$ cat src/design/scpl_pkg.sv
// shared constants and types of the system control pin logic
package scpl_pkg;
   // oscillator rate and bus clock division
   localparam int unsigned OSC_PERIOD_NS   = 100;
   localparam int unsigned BUS_DIV         = 4;
   localparam logic [1:0]  DIV_LAST        = 2'(BUS_DIV - 1);
   localparam logic [1:0]  DIV_HI_START    = 2'(BUS_DIV / 2);
   // internal reset drive length in bus cycles and internal/external sense window in osc cycles
   localparam int unsigned RST_DRIVE_BUS   = 4;
   localparam logic [3:0]  RST_DRIVE_LAST  = 4'(RST_DRIVE_BUS * BUS_DIV - 1);
   localparam logic [3:0]  RST_SENSE_LIMIT = 4'(2 * BUS_DIV);
   // register map, byte addresses
   localparam logic [7:0]  ADDR_OPTION     = 8'h00;
   localparam logic [7:0]  ADDR_CCR        = 8'h04;
   localparam logic [7:0]  ADDR_STATUS     = 8'h08;
   // option register fields
   localparam int unsigned OPT_EDGE_BIT    = 0;
   localparam int unsigned OPT_CLKDIS_BIT  = 1;
   localparam int unsigned OPT_STOP_BIT    = 2;
   localparam logic [2:0]  OPT_RESET       = 3'h0;
   // condition code register fields
   localparam int unsigned CCR_I_BIT       = 0;
   localparam int unsigned CCR_X_BIT       = 1;
   localparam logic [1:0]  CCR_RESET       = 2'h3;
   // status register fields
   localparam int unsigned ST_MODE_LSB     = 0;
   localparam int unsigned ST_RSTINT_BIT   = 2;
   localparam int unsigned ST_IRQ_BIT      = 3;
   localparam int unsigned ST_NMI_BIT      = 4;
   localparam int unsigned ST_PEND_BIT     = 5;
   localparam int unsigned ST_STOP_BIT     = 6;
   typedef enum logic [1:0] {
      SCPL_MODE_SINGLE, SCPL_MODE_EXPANDED, SCPL_MODE_TEST, SCPL_MODE_BOOT
   } scpl_mode_e;
   typedef enum logic [1:0] {RS_RUN, RS_DRIVE, RS_WAIT_HIGH, RS_EXT_LOW} scpl_rst_e;
endpackage : scpl_pkg

$ cat src/design/scpl_ctl_if.sv
// carrier between the control top and its clock and interrupt helpers
`timescale 1ns/1ps
interface scpl_ctl_if;
   logic stop;
   logic out_en;
   logic phase_hi;
   logic cyc_start;
   logic bus_clk;
   logic in_reset;
   logic edge_sel;
   logic ack;
   logic pending;
   logic irq_req;
   modport top     (output stop, out_en, in_reset, edge_sel, ack,
                    input phase_hi, cyc_start, bus_clk, pending, irq_req);
   modport clkgen  (input stop, out_en, in_reset, output phase_hi, cyc_start, bus_clk);
   modport irqsense(input in_reset, edge_sel, ack, output pending, irq_req);
endinterface : scpl_ctl_if

$ cat src/design/scpl_clkdiv.sv
// bus clock generator: divide by four, phase flags, stop halt
`timescale 1ns/1ps
module scpl_clkdiv
   import scpl_pkg::*;
(
   input  wire logic ref_clk_in,
   input  wire logic nrst_in,
   scpl_ctl_if.clkgen ctl
);
   typedef struct packed {
      logic [1:0] div;
      logic       bus_clk;
      logic       pin;
   } scpl_div_s;
   scpl_div_s st_r;
   scpl_div_s st_nxt;

   always_comb
   begin
      st_nxt = st_r;
      if (ctl.in_reset)
      begin
         st_nxt.div = 2'h0;
      end
      else if (!ctl.stop)
      begin
         st_nxt.div = (st_r.div == DIV_LAST) ? 2'h0 : st_r.div + 2'h1;
      end
      st_nxt.bus_clk = (st_nxt.div >= DIV_HI_START);
      st_nxt.pin     = st_nxt.bus_clk & ctl.out_en & ~ctl.stop;
   end

   always_ff @(posedge ref_clk_in or negedge nrst_in)
   begin
      if (!nrst_in)
         st_r <= '0;
      else
         st_r <= st_nxt;
   end

   assign ctl.bus_clk   = st_r.pin;
   assign ctl.phase_hi  = st_r.bus_clk;
   assign ctl.cyc_start = (st_r.div == DIV_LAST) & ~ctl.stop & ~ctl.in_reset;
endmodule : scpl_clkdiv

$ cat src/design/scpl_irqsense.sv
// maskable interrupt input: edge or level sensing
`timescale 1ns/1ps
module scpl_irqsense
   import scpl_pkg::*;
(
   input  wire logic ref_clk_in,
   input  wire logic nrst_in,
   input  wire logic irq_n_in,
   scpl_ctl_if.irqsense ctl
);
   typedef struct packed {
      logic prev;
      logic pending;
   } scpl_irq_s;
   scpl_irq_s st_r;
   scpl_irq_s st_nxt;
   logic      fall;

   always_comb
   begin
      st_nxt      = st_r;
      fall        = st_r.prev & ~irq_n_in;
      st_nxt.prev = irq_n_in;
      if (ctl.in_reset)
      begin
         st_nxt.pending = 1'b0;
         st_nxt.prev    = 1'b1;
      end
      else if (fall & ctl.edge_sel)
      begin
         st_nxt.pending = 1'b1;
      end
      else if (ctl.ack)
      begin
         st_nxt.pending = 1'b0;
      end
   end

   always_ff @(posedge ref_clk_in or negedge nrst_in)
   begin
      if (!nrst_in)
         st_r <= '{prev: 1'b1, pending: 1'b0};
      else
         st_r <= st_nxt;
   end

   assign ctl.pending = st_r.pending;
   // level mode requests for as long as the line stays low
   assign ctl.irq_req = ctl.edge_sel ? st_r.pending : ~irq_n_in;
endmodule : scpl_irqsense

$ cat src/design/scpl_top.sv
// system control pin logic: reset pin, bus clock, interrupts, mode pins
//
// Functional notes
// external low reset initialises all logic; here the bus answer (ack, read data) is not reset
// monitor or watchdog failure pulls reset low
// pin high within two bus clocks means internal
// bus clock is oscillator divided by four
// low phase processes, high phase accesses data
// stop mode halts every clock and output; here only the bus clock divider, clock output and cycle start halt
// software may disable clock output in single-chip
// maskable input falling edge or low level
// maskable trigger defaults to level on reset
// reset sets non-maskable mask until software clears
// non-maskable input level sensitive when unmasked
// shared interrupt sources use open-drain drivers
// several maskable sources need level mode
// sources hold line low until acknowledged
// still-low line interrupts again after unmasking
// mode pins pick one of four modes
// mode pin later shows opcode fetch low
// system holds reset low across supply loss
// mode latched at reset release, then held
`timescale 1ns/1ps
module scpl_top
   import scpl_pkg::*;
#(
   parameter bit CLK_ALWAYS_ON = 1'b0
)
(
   input  wire logic        ref_clk_in,
   input  wire logic        nrst_in,
   // wishbone classic slave
   input  wire logic        wb_cyc_in,
   input  wire logic        wb_stb_in,
   input  wire logic        wb_we_in,
   input  wire logic [7:0]  wb_adr_in,
   input  wire logic [3:0]  wb_sel_in,
   input  wire logic [31:0] wb_dat_in,
   output logic [31:0]      wb_dat_out,
   output logic             wb_ack_out,
   // reset pin, open drain
   input  wire logic        reset_pin_in,
   output logic             reset_pin_out,
   output logic             reset_pin_oe_out,
   input  wire logic        clock_monitor_fail_in,
   input  wire logic        watchdog_timer_fail_in,
   output logic             chip_reset_n_out,
   // bus clock
   output logic             bus_clk_out,
   output logic             bus_phase_hi_out,
   output logic             bus_cycle_start_out,
   // interrupts
   input  wire logic        irq_n_in,
   input  wire logic        nonmaskable_int_n_in,
   input  wire logic        int_ack_in,
   output logic             irq_req_out,
   output logic             nmi_req_out,
   // mode pins, a doubles as open-drain opcode fetch output
   input  wire logic        mode_select_a_in,
   output logic             mode_select_a_out,
   output logic             mode_select_a_oe_out,
   input  wire logic        mode_select_b_in,
   input  wire logic        opcode_fetch_in,
   output scpl_pkg::scpl_mode_e mode_out
);
   import scpl_pkg::*;

   typedef struct packed {
      scpl_rst_e  rst_state;
      logic [3:0] rst_cnt;
      logic       rst_internal;
      logic       chip_rst_n;
      scpl_mode_e mode;
      logic       mode_valid;
      logic       fetch_drive;
      logic [2:0] option;
      logic [1:0] condition_code_reg;
      logic       irq_req;
      logic       nmi_req;
      logic       ack;
      logic [31:0] rdata;
   } scpl_top_s;

   scpl_top_s st_r;
   scpl_top_s st_nxt;

   scpl_ctl_if ctl ();

   logic       in_reset;
   logic       fail;
   logic       wb_req;
   logic       wb_wr;
   logic       single_chip;
   logic [31:0] status_word;

   // byte-enable write merge into a narrow field
   function automatic logic [2:0] opt_merge(input logic [2:0] old_v,
                                            input logic [31:0] wd,
                                            input logic [3:0] sel);
      opt_merge = sel[0] ? wd[2:0] : old_v;
   endfunction : opt_merge

   function automatic logic sel_hit(input logic [7:0] adr, input logic [7:0] reg_adr);
      sel_hit = (adr == reg_adr);
   endfunction : sel_hit

   scpl_clkdiv u_clkdiv (
      .ref_clk_in (ref_clk_in),
      .nrst_in    (nrst_in),
      .ctl        (ctl.clkgen)
   );

   scpl_irqsense u_irqsense (
      .ref_clk_in (ref_clk_in),
      .nrst_in    (nrst_in),
      .irq_n_in   (irq_n_in),
      .ctl        (ctl.irqsense)
   );

   assign fail        = clock_monitor_fail_in | watchdog_timer_fail_in;
   assign in_reset    = ~reset_pin_in | (st_r.rst_state != RS_RUN);
   assign single_chip = (st_r.mode == SCPL_MODE_SINGLE) | (st_r.mode == SCPL_MODE_BOOT);
   assign wb_req      = wb_cyc_in & wb_stb_in & ~st_r.ack;
   assign wb_wr       = wb_req & wb_we_in;

   assign ctl.in_reset = in_reset;
   assign ctl.stop     = st_r.option[OPT_STOP_BIT];
   assign ctl.out_en   = CLK_ALWAYS_ON | ~single_chip | ~st_r.option[OPT_CLKDIS_BIT];
   assign ctl.edge_sel = st_r.option[OPT_EDGE_BIT];
   assign ctl.ack      = int_ack_in;

   always_comb
   begin
      status_word = 32'h0;
      status_word[ST_MODE_LSB +: 2] = st_r.mode;
      status_word[ST_RSTINT_BIT]    = st_r.rst_internal;
      status_word[ST_IRQ_BIT]       = st_r.irq_req;
      status_word[ST_NMI_BIT]       = st_r.nmi_req;
      status_word[ST_PEND_BIT]      = ctl.pending;
      status_word[ST_STOP_BIT]      = st_r.option[OPT_STOP_BIT];
   end

   always_comb
   begin
      st_nxt = st_r;

      // reset pin sequencer
      case (st_r.rst_state)
         RS_RUN:
         begin
            st_nxt.rst_cnt = 4'h0;
            if (fail)
            begin
               st_nxt.rst_state = RS_DRIVE;
            end
            else if (!reset_pin_in)
            begin
               st_nxt.rst_state = RS_EXT_LOW;
            end
         end
         RS_DRIVE:
         begin
            if (st_r.rst_cnt == RST_DRIVE_LAST)
            begin
               st_nxt.rst_state = RS_WAIT_HIGH;
               st_nxt.rst_cnt   = 4'h0;
            end
            else
            begin
               st_nxt.rst_cnt = st_r.rst_cnt + 4'h1;
            end
         end
         RS_WAIT_HIGH:
         begin
            if (reset_pin_in)
            begin
               st_nxt.rst_state    = RS_RUN;
               st_nxt.rst_internal = (st_r.rst_cnt < RST_SENSE_LIMIT);
            end
            else if (st_r.rst_cnt == RST_SENSE_LIMIT)
            begin
               st_nxt.rst_state = RS_EXT_LOW;
            end
            else
            begin
               st_nxt.rst_cnt = st_r.rst_cnt + 4'h1;
            end
         end
         RS_EXT_LOW:
         begin
            if (reset_pin_in)
            begin
               st_nxt.rst_state    = RS_RUN;
               st_nxt.rst_internal = 1'b0;
            end
         end
         default:
         begin
            st_nxt.rst_state = RS_RUN;
         end
      endcase

      st_nxt.chip_rst_n = ~in_reset;

      // mode pins follow while the reset pin is low, frozen after release
      if (!reset_pin_in)
      begin
         st_nxt.mode       = scpl_mode_e'({mode_select_b_in, mode_select_a_in});
         st_nxt.mode_valid = 1'b0;
      end
      else if (!in_reset)
      begin
         st_nxt.mode_valid = 1'b1;
      end

      // opcode fetch marker, held for one whole bus cycle
      if (!st_r.mode_valid || in_reset)
      begin
         st_nxt.fetch_drive = 1'b0;
      end
      else if (ctl.cyc_start)
      begin
         st_nxt.fetch_drive = opcode_fetch_in;
      end

      // register writes
      if (wb_wr && sel_hit(wb_adr_in, ADDR_OPTION))
      begin
         st_nxt.option = opt_merge(st_r.option, wb_dat_in, wb_sel_in);
      end
      if (wb_wr && sel_hit(wb_adr_in, ADDR_CCR) && wb_sel_in[0])
      begin
         st_nxt.condition_code_reg[CCR_I_BIT] = wb_dat_in[CCR_I_BIT];
         // software can clear the non-maskable mask but never set it again; only reset sets it
         st_nxt.condition_code_reg[CCR_X_BIT] = st_r.condition_code_reg[CCR_X_BIT] & wb_dat_in[CCR_X_BIT];
      end

      // interrupt requests
      st_nxt.irq_req = ctl.irq_req & ~st_r.condition_code_reg[CCR_I_BIT];
      st_nxt.nmi_req = ~nonmaskable_int_n_in & ~st_r.condition_code_reg[CCR_X_BIT];

      // any request wakes from stop, winning over a same-cycle write
      if (st_nxt.irq_req || st_nxt.nmi_req)
      begin
         st_nxt.option[OPT_STOP_BIT] = 1'b0;
      end

      // bus answer
      st_nxt.ack   = wb_req;
      st_nxt.rdata = st_r.rdata;
      if (wb_req && !wb_we_in)
      begin
         if (sel_hit(wb_adr_in, ADDR_OPTION))
         begin
            st_nxt.rdata = {29'h0, st_r.option};
         end
         else if (sel_hit(wb_adr_in, ADDR_CCR))
         begin
            st_nxt.rdata = {30'h0, st_r.condition_code_reg};
         end
         else if (sel_hit(wb_adr_in, ADDR_STATUS))
         begin
            st_nxt.rdata = status_word;
         end
         else
         begin
            st_nxt.rdata = 32'h0;
         end
      end

      // reset re-initialises control state
      if (in_reset)
      begin
         st_nxt.option  = OPT_RESET;
         st_nxt.condition_code_reg     = CCR_RESET;
         st_nxt.irq_req = 1'b0;
         st_nxt.nmi_req = 1'b0;
      end
   end

   always_ff @(posedge ref_clk_in or negedge nrst_in)
   begin
      if (!nrst_in)
      begin
         st_r              <= '0;
         st_r.rst_state    <= RS_EXT_LOW;
         st_r.option       <= OPT_RESET;
         st_r.condition_code_reg          <= CCR_RESET;
      end
      else
      begin
         st_r <= st_nxt;
      end
   end

   assign wb_ack_out           = st_r.ack;
   assign wb_dat_out           = st_r.rdata;
   assign reset_pin_out        = 1'b0;
   assign reset_pin_oe_out     = (st_r.rst_state == RS_DRIVE);
   assign chip_reset_n_out     = st_r.chip_rst_n;
   assign bus_clk_out          = ctl.bus_clk;
   assign bus_phase_hi_out     = ctl.phase_hi;
   assign bus_cycle_start_out  = ctl.cyc_start;
   assign irq_req_out          = st_r.irq_req;
   assign nmi_req_out          = st_r.nmi_req;
   assign mode_select_a_out    = 1'b0;
   assign mode_select_a_oe_out = st_r.fetch_drive;
   assign mode_out             = st_r.mode;
endmodule : scpl_top

$ cat config.mk
export PLATFORM = sky130hd
export DESIGN_NAME = scpl_top
export DESIGN_NICKNAME = d
export VERILOG_FILES = /design/src/design/scpl_pkg.sv /design/src/design/scpl_ctl_if.sv /design/src/design/scpl_clkdiv.sv /design/src/design/scpl_irqsense.sv /design/src/design/scpl_top.sv
export SDC_FILE = /design/constraint.sdc
export NUM_CORES = 1
export LEC_CHECK = 0
export BUFFER_PORTS_ARGS = -buffer_cell sky130_fd_sc_hd__buf_2
export CORE_ASPECT_RATIO = 0.7
export CORE_UTILIZATION = 33
export DETAILED_ROUTE_END_ITERATION = 12
export MAX_ROUTING_LAYER = met4
export PLACE_DENSITY_LB_ADDON = 0.2
export SKIP_LAST_GASP = 1
export SLEW_MARGIN = 15
export SYNTH_ARGS = -nofsm -noshare
export SYNTH_HDL_FRONTEND = slang
export SYNTH_SLANG_ARGS = --single-unit
$ cat constraint.sdc
create_clock -name ref_clk_in -period 1.85 [get_ports ref_clk_in]
set_clock_uncertainty 0.1 [all_clocks]
set_input_delay 0 -clock ref_clk_in [delete_from_list [all_inputs] [get_ports ref_clk_in]]
set_output_delay 0 -clock ref_clk_in [all_outputs]
set_load 0.02 [all_outputs]
==> results by group <==
Status
  – Status: finished clean

CTS
  – H-tree levels: 2
  – Clock network latency to the later pin of the worst-skew pair: slightly below 0.3 ns
  – Clk sink count: 33
  – CTS tree: done
  – Clock slew at reported path FFs: approximately 0.07 ns
  – Root buffer cell: clkbuf_8
  – CTS Buffer Depth: 2
  – CTS Buf Count: 5

Synthesis
  – Top-count cell post-synth: buf_4
  – EDFF count, synth: 0
  – Post-synth ARST share: 1.00
  – Synthesized instance count: about 200
  – Netlist cell types: 40
  – Synth Area in Simple Gates: 0.170
  – Compound-Gate Fraction of Synth Area: 0.111
  – Post-Synth Adder-Cell Area: 0.0522
  – XOR/XNOR Fraction of Synth Area: 0.00914
  – Largest cells by area after synthesis: dfrtp_1 (37%), buf_4 (14%), dfstp_2 (6.9%)
  – Netlist Area Pre-Place: around 1900 µm²
  – Syn. warnings: 0
  – Mux share of post-synthesis cell area: 0.0483
  – FF+latch count, synth: 33
  – Leading area contributor after synthesis: dfrtp_1
  – Synth top area share: 0.366
  – Post-synthesis sequential area ratio: 0.434
  – Main flop type after synthesis: dfrtp_1
  – Largest family of logic cells by synthesized area: buffers and inverters
  – Commonest cells in the synthesized netlist: buf_4 (36), dfrtp_1 (28), nand2_1 (18), nor2_1 (16), o21ai_0 (15)
  – Syn avg cell area: approximately 9.5 µm²

Global routing
  – Largest net degree at the start of global routing: 34
  – First-pass GRT wire length: ~6700 µm
  – Antenna violations before repair: 0
  – Total track usage: 0.150
  – Congestion Overflow GR: 0
  – Vias in the first global route: 1423

Floorplanning
  – Initial Util: 0.353
  – # rows: 22
  – Top Ports: 103
  – DIE WIDTH: around 93 µm
  – Core area: 5420 µm²
  – Die ar.: ~6100 µm²
  – Chip Height: between 60 and 70 µm

Placed design
  – Gp weighted congestion: around 0.80
  – Port buffer count: 43
  – HPWL after DPL: between 2000 and 3000 µm
  – Post-Place Worst Slack: -0.00279 ns

Layout
  – Area delta synth->final: 31.5%
  – Final nets: roughly 340
  – Core Util, Final: 0.465
  – Share of layout cells above drive strength 1: 0.290
  – Antenna fix cells: 0

Timing
  – Count of final max-slew check failures: 0
  – Worst Max-Slew Pin Slew: between 0.7 and 0.8 ns
  – Relative slew slack: 0.501
  – Fin crit share: 0.950
  – Final worst slack: 0.0931 ns
  – Final min period: around 1.8 ns
  – Hold_ws: about 0.02 ns
  – Setup Viol. Count Final: 0
  – RSZ-0062 raised after global routing: yes
  – Final hold vios: 0
  – Highest Clock Rate: around 570 MHz

Route
  – Detail Route Antenna Nets: 0
  – Routed len/inst: around 12 µm
  – Starting DRC count in detailed routing: 31
  – Final wirelength: between 4000 and 5000 µm
  – Via/cell ratio: ~4.4
  – Via count: 1532
  – DR DRC count: 0
  – DR pass1 iterations: 4

Pwr
  – Pwr Density: between 1000 and 1500 nW/µm²
  – Total Power: approximately 2600 µW
  – Leak: around 0.0012 µW
  – Max VDD drop: 0.000575 V

Critical path
  – Crit Path Class: flop to flop
  – Critical Path RT: 1.96 ns
  – Worst r2r path cells: 7
  – Internal reg-to-reg setup slack: about 0.093 ns
  – Max FO, Critical Path: 3
  – Worst Path Arrival: approximately 1.9 ns
  – CP startpoint kind: flop
  – Critical path capture point type: flop

Run
  – Max Cap Viol: 0

Hold path
  – WHS Path Cells: 4
  – Min-delay worst type: input pin to flop
## flip-flops by register name (all words and copies together) (netlist names)
| signal | count |
|---|---|
| u_irqsense.st_r | 1 |
| wb_dat_out | 7 |
| ctl.edge_sel | 1 |
| u_clkdiv.ctl.bus_clk | 1 |
| wb_ack_out | 1 |
| u_clkdiv.st_r | 2 |
| mode_select_a_oe_out | 1 |
| ctl.stop | 1 |
| chip_reset_n_out | 1 |
| st_r | 11 |
| irq_req_out | 1 |
| mode_out | 2 |
| u_clkdiv.ctl.phase_hi | 1 |
| nmi_req_out | 1 |
| u_irqsense.ctl.pending | 1 |
## layer usage
layer / track usage / wire length (µm) / vias up
met5: - / 0 / -
met4: 0.0712 / 112 / 0
met3: 0.0405 / 234 / 11
met2: 0.215 / 1870 / 48
met1: 0.196 / 1950 / 701
li1: - / - / 772
## final timing paths
check                                          start                        end
min in group asynchronous                    nrst_in  wb_dat_out[4]$_DFFE_PN0P_
max reg2reg                     st_r[51]$_DFFE_PN1P_       st_r[50]$_DFFE_PN1P_
min reg2reg                wb_dat_out[6]$_DFFE_PN0P_  wb_dat_out[6]$_DFFE_PN0P_
max in group asynchronous                    nrst_in       st_r[38]$_DFFE_PN0P_
min                                     wb_adr_in[2]  wb_dat_out[2]$_DFFE_PN0P_
max                             st_r[51]$_DFFE_PN1P_       st_r[50]$_DFFE_PN1P_
## layout make-up
| class | instances | area, µm² |
|---|---|---|
| Sequential cell | 33 | 832 |
| Timing Repair Buffer | 83 | 578 |
| Inverter | 12 | 47.5 |
| Tap cell | 72 | 90.1 |
| Clock inverter | 1 | 7.51 |
| Fill cell | 527 | 2900 |
| Clock buffer | 7 | 86.3 |
| Multi-Input combinational cell | 143 | 880 |
## timing repair
item                                    in CTS  in global routing
gates resized for setup                      1                  6
buffers inserted                             1                  2
hold buffers                                23                  3
endpoints found under the hold margin       46                  2
pin swaps                                    3                  2
endpoints found under the setup margin       1                  7
## logic make-up after synthesis
logic type	count (synthesis)
XOR/XNOR	2
flip-flops	33
buffers and inverters	51
other	1
adder cells (fa/ha/maj)	8
AND/OR/NAND/NOR	63
AO/OA/AOI/OAI	34
multiplexers	9
## stage by stage
stage               instance area [µm²]   TNS, ns  instances
floorplan                          2010         0        227
global placement                   2120   -0.0267        315
detailed placement                 2120  -0.00279        315
CTS                                2460         0        347
global route                       2520   -0.0320        351
finish                             2520         0        351
## cell usage in the layout, fill, tap and decap left out, types with 2 or more instances in the layout
cell,instances
a21oi_1,6
and3b_1,2
buf_2,43
buf_4,15
clkbuf_8,6
conb_1,27
dfrtp_1,28
dfstp_2,5
dlygate4sd3_1,25
ha_1,7
inv_1,8
inv_2,3
mux2_2,2
mux2i_1,7
nand2_1,18
nand2b_1,5
nand3_1,6
nand3b_1,2
nand4_1,3
nor2_1,16
nor2b_1,2
nor3_1,4
o21a_1,2
o21ai_0,15
o31ai_1,2
## worst max-delay path, stage by stage (launching register included)
cell and delay, ns:
dfstp_2 0.54, inv_2 0.06, ha_4 0.17, nand2_4 0.06
inv_4 0.03, a222oi_1 0.38, nand2_1 0.17, a22oi_2 0.18
## where the power goes
| group | switching (µW) | internal (µW) |
|---|---|---|
| sequential | 62.7 | 831 |
| combinational | 584 | 589 |
| clock | 274 | 302 |
Power figures use the tool's default switching activity.
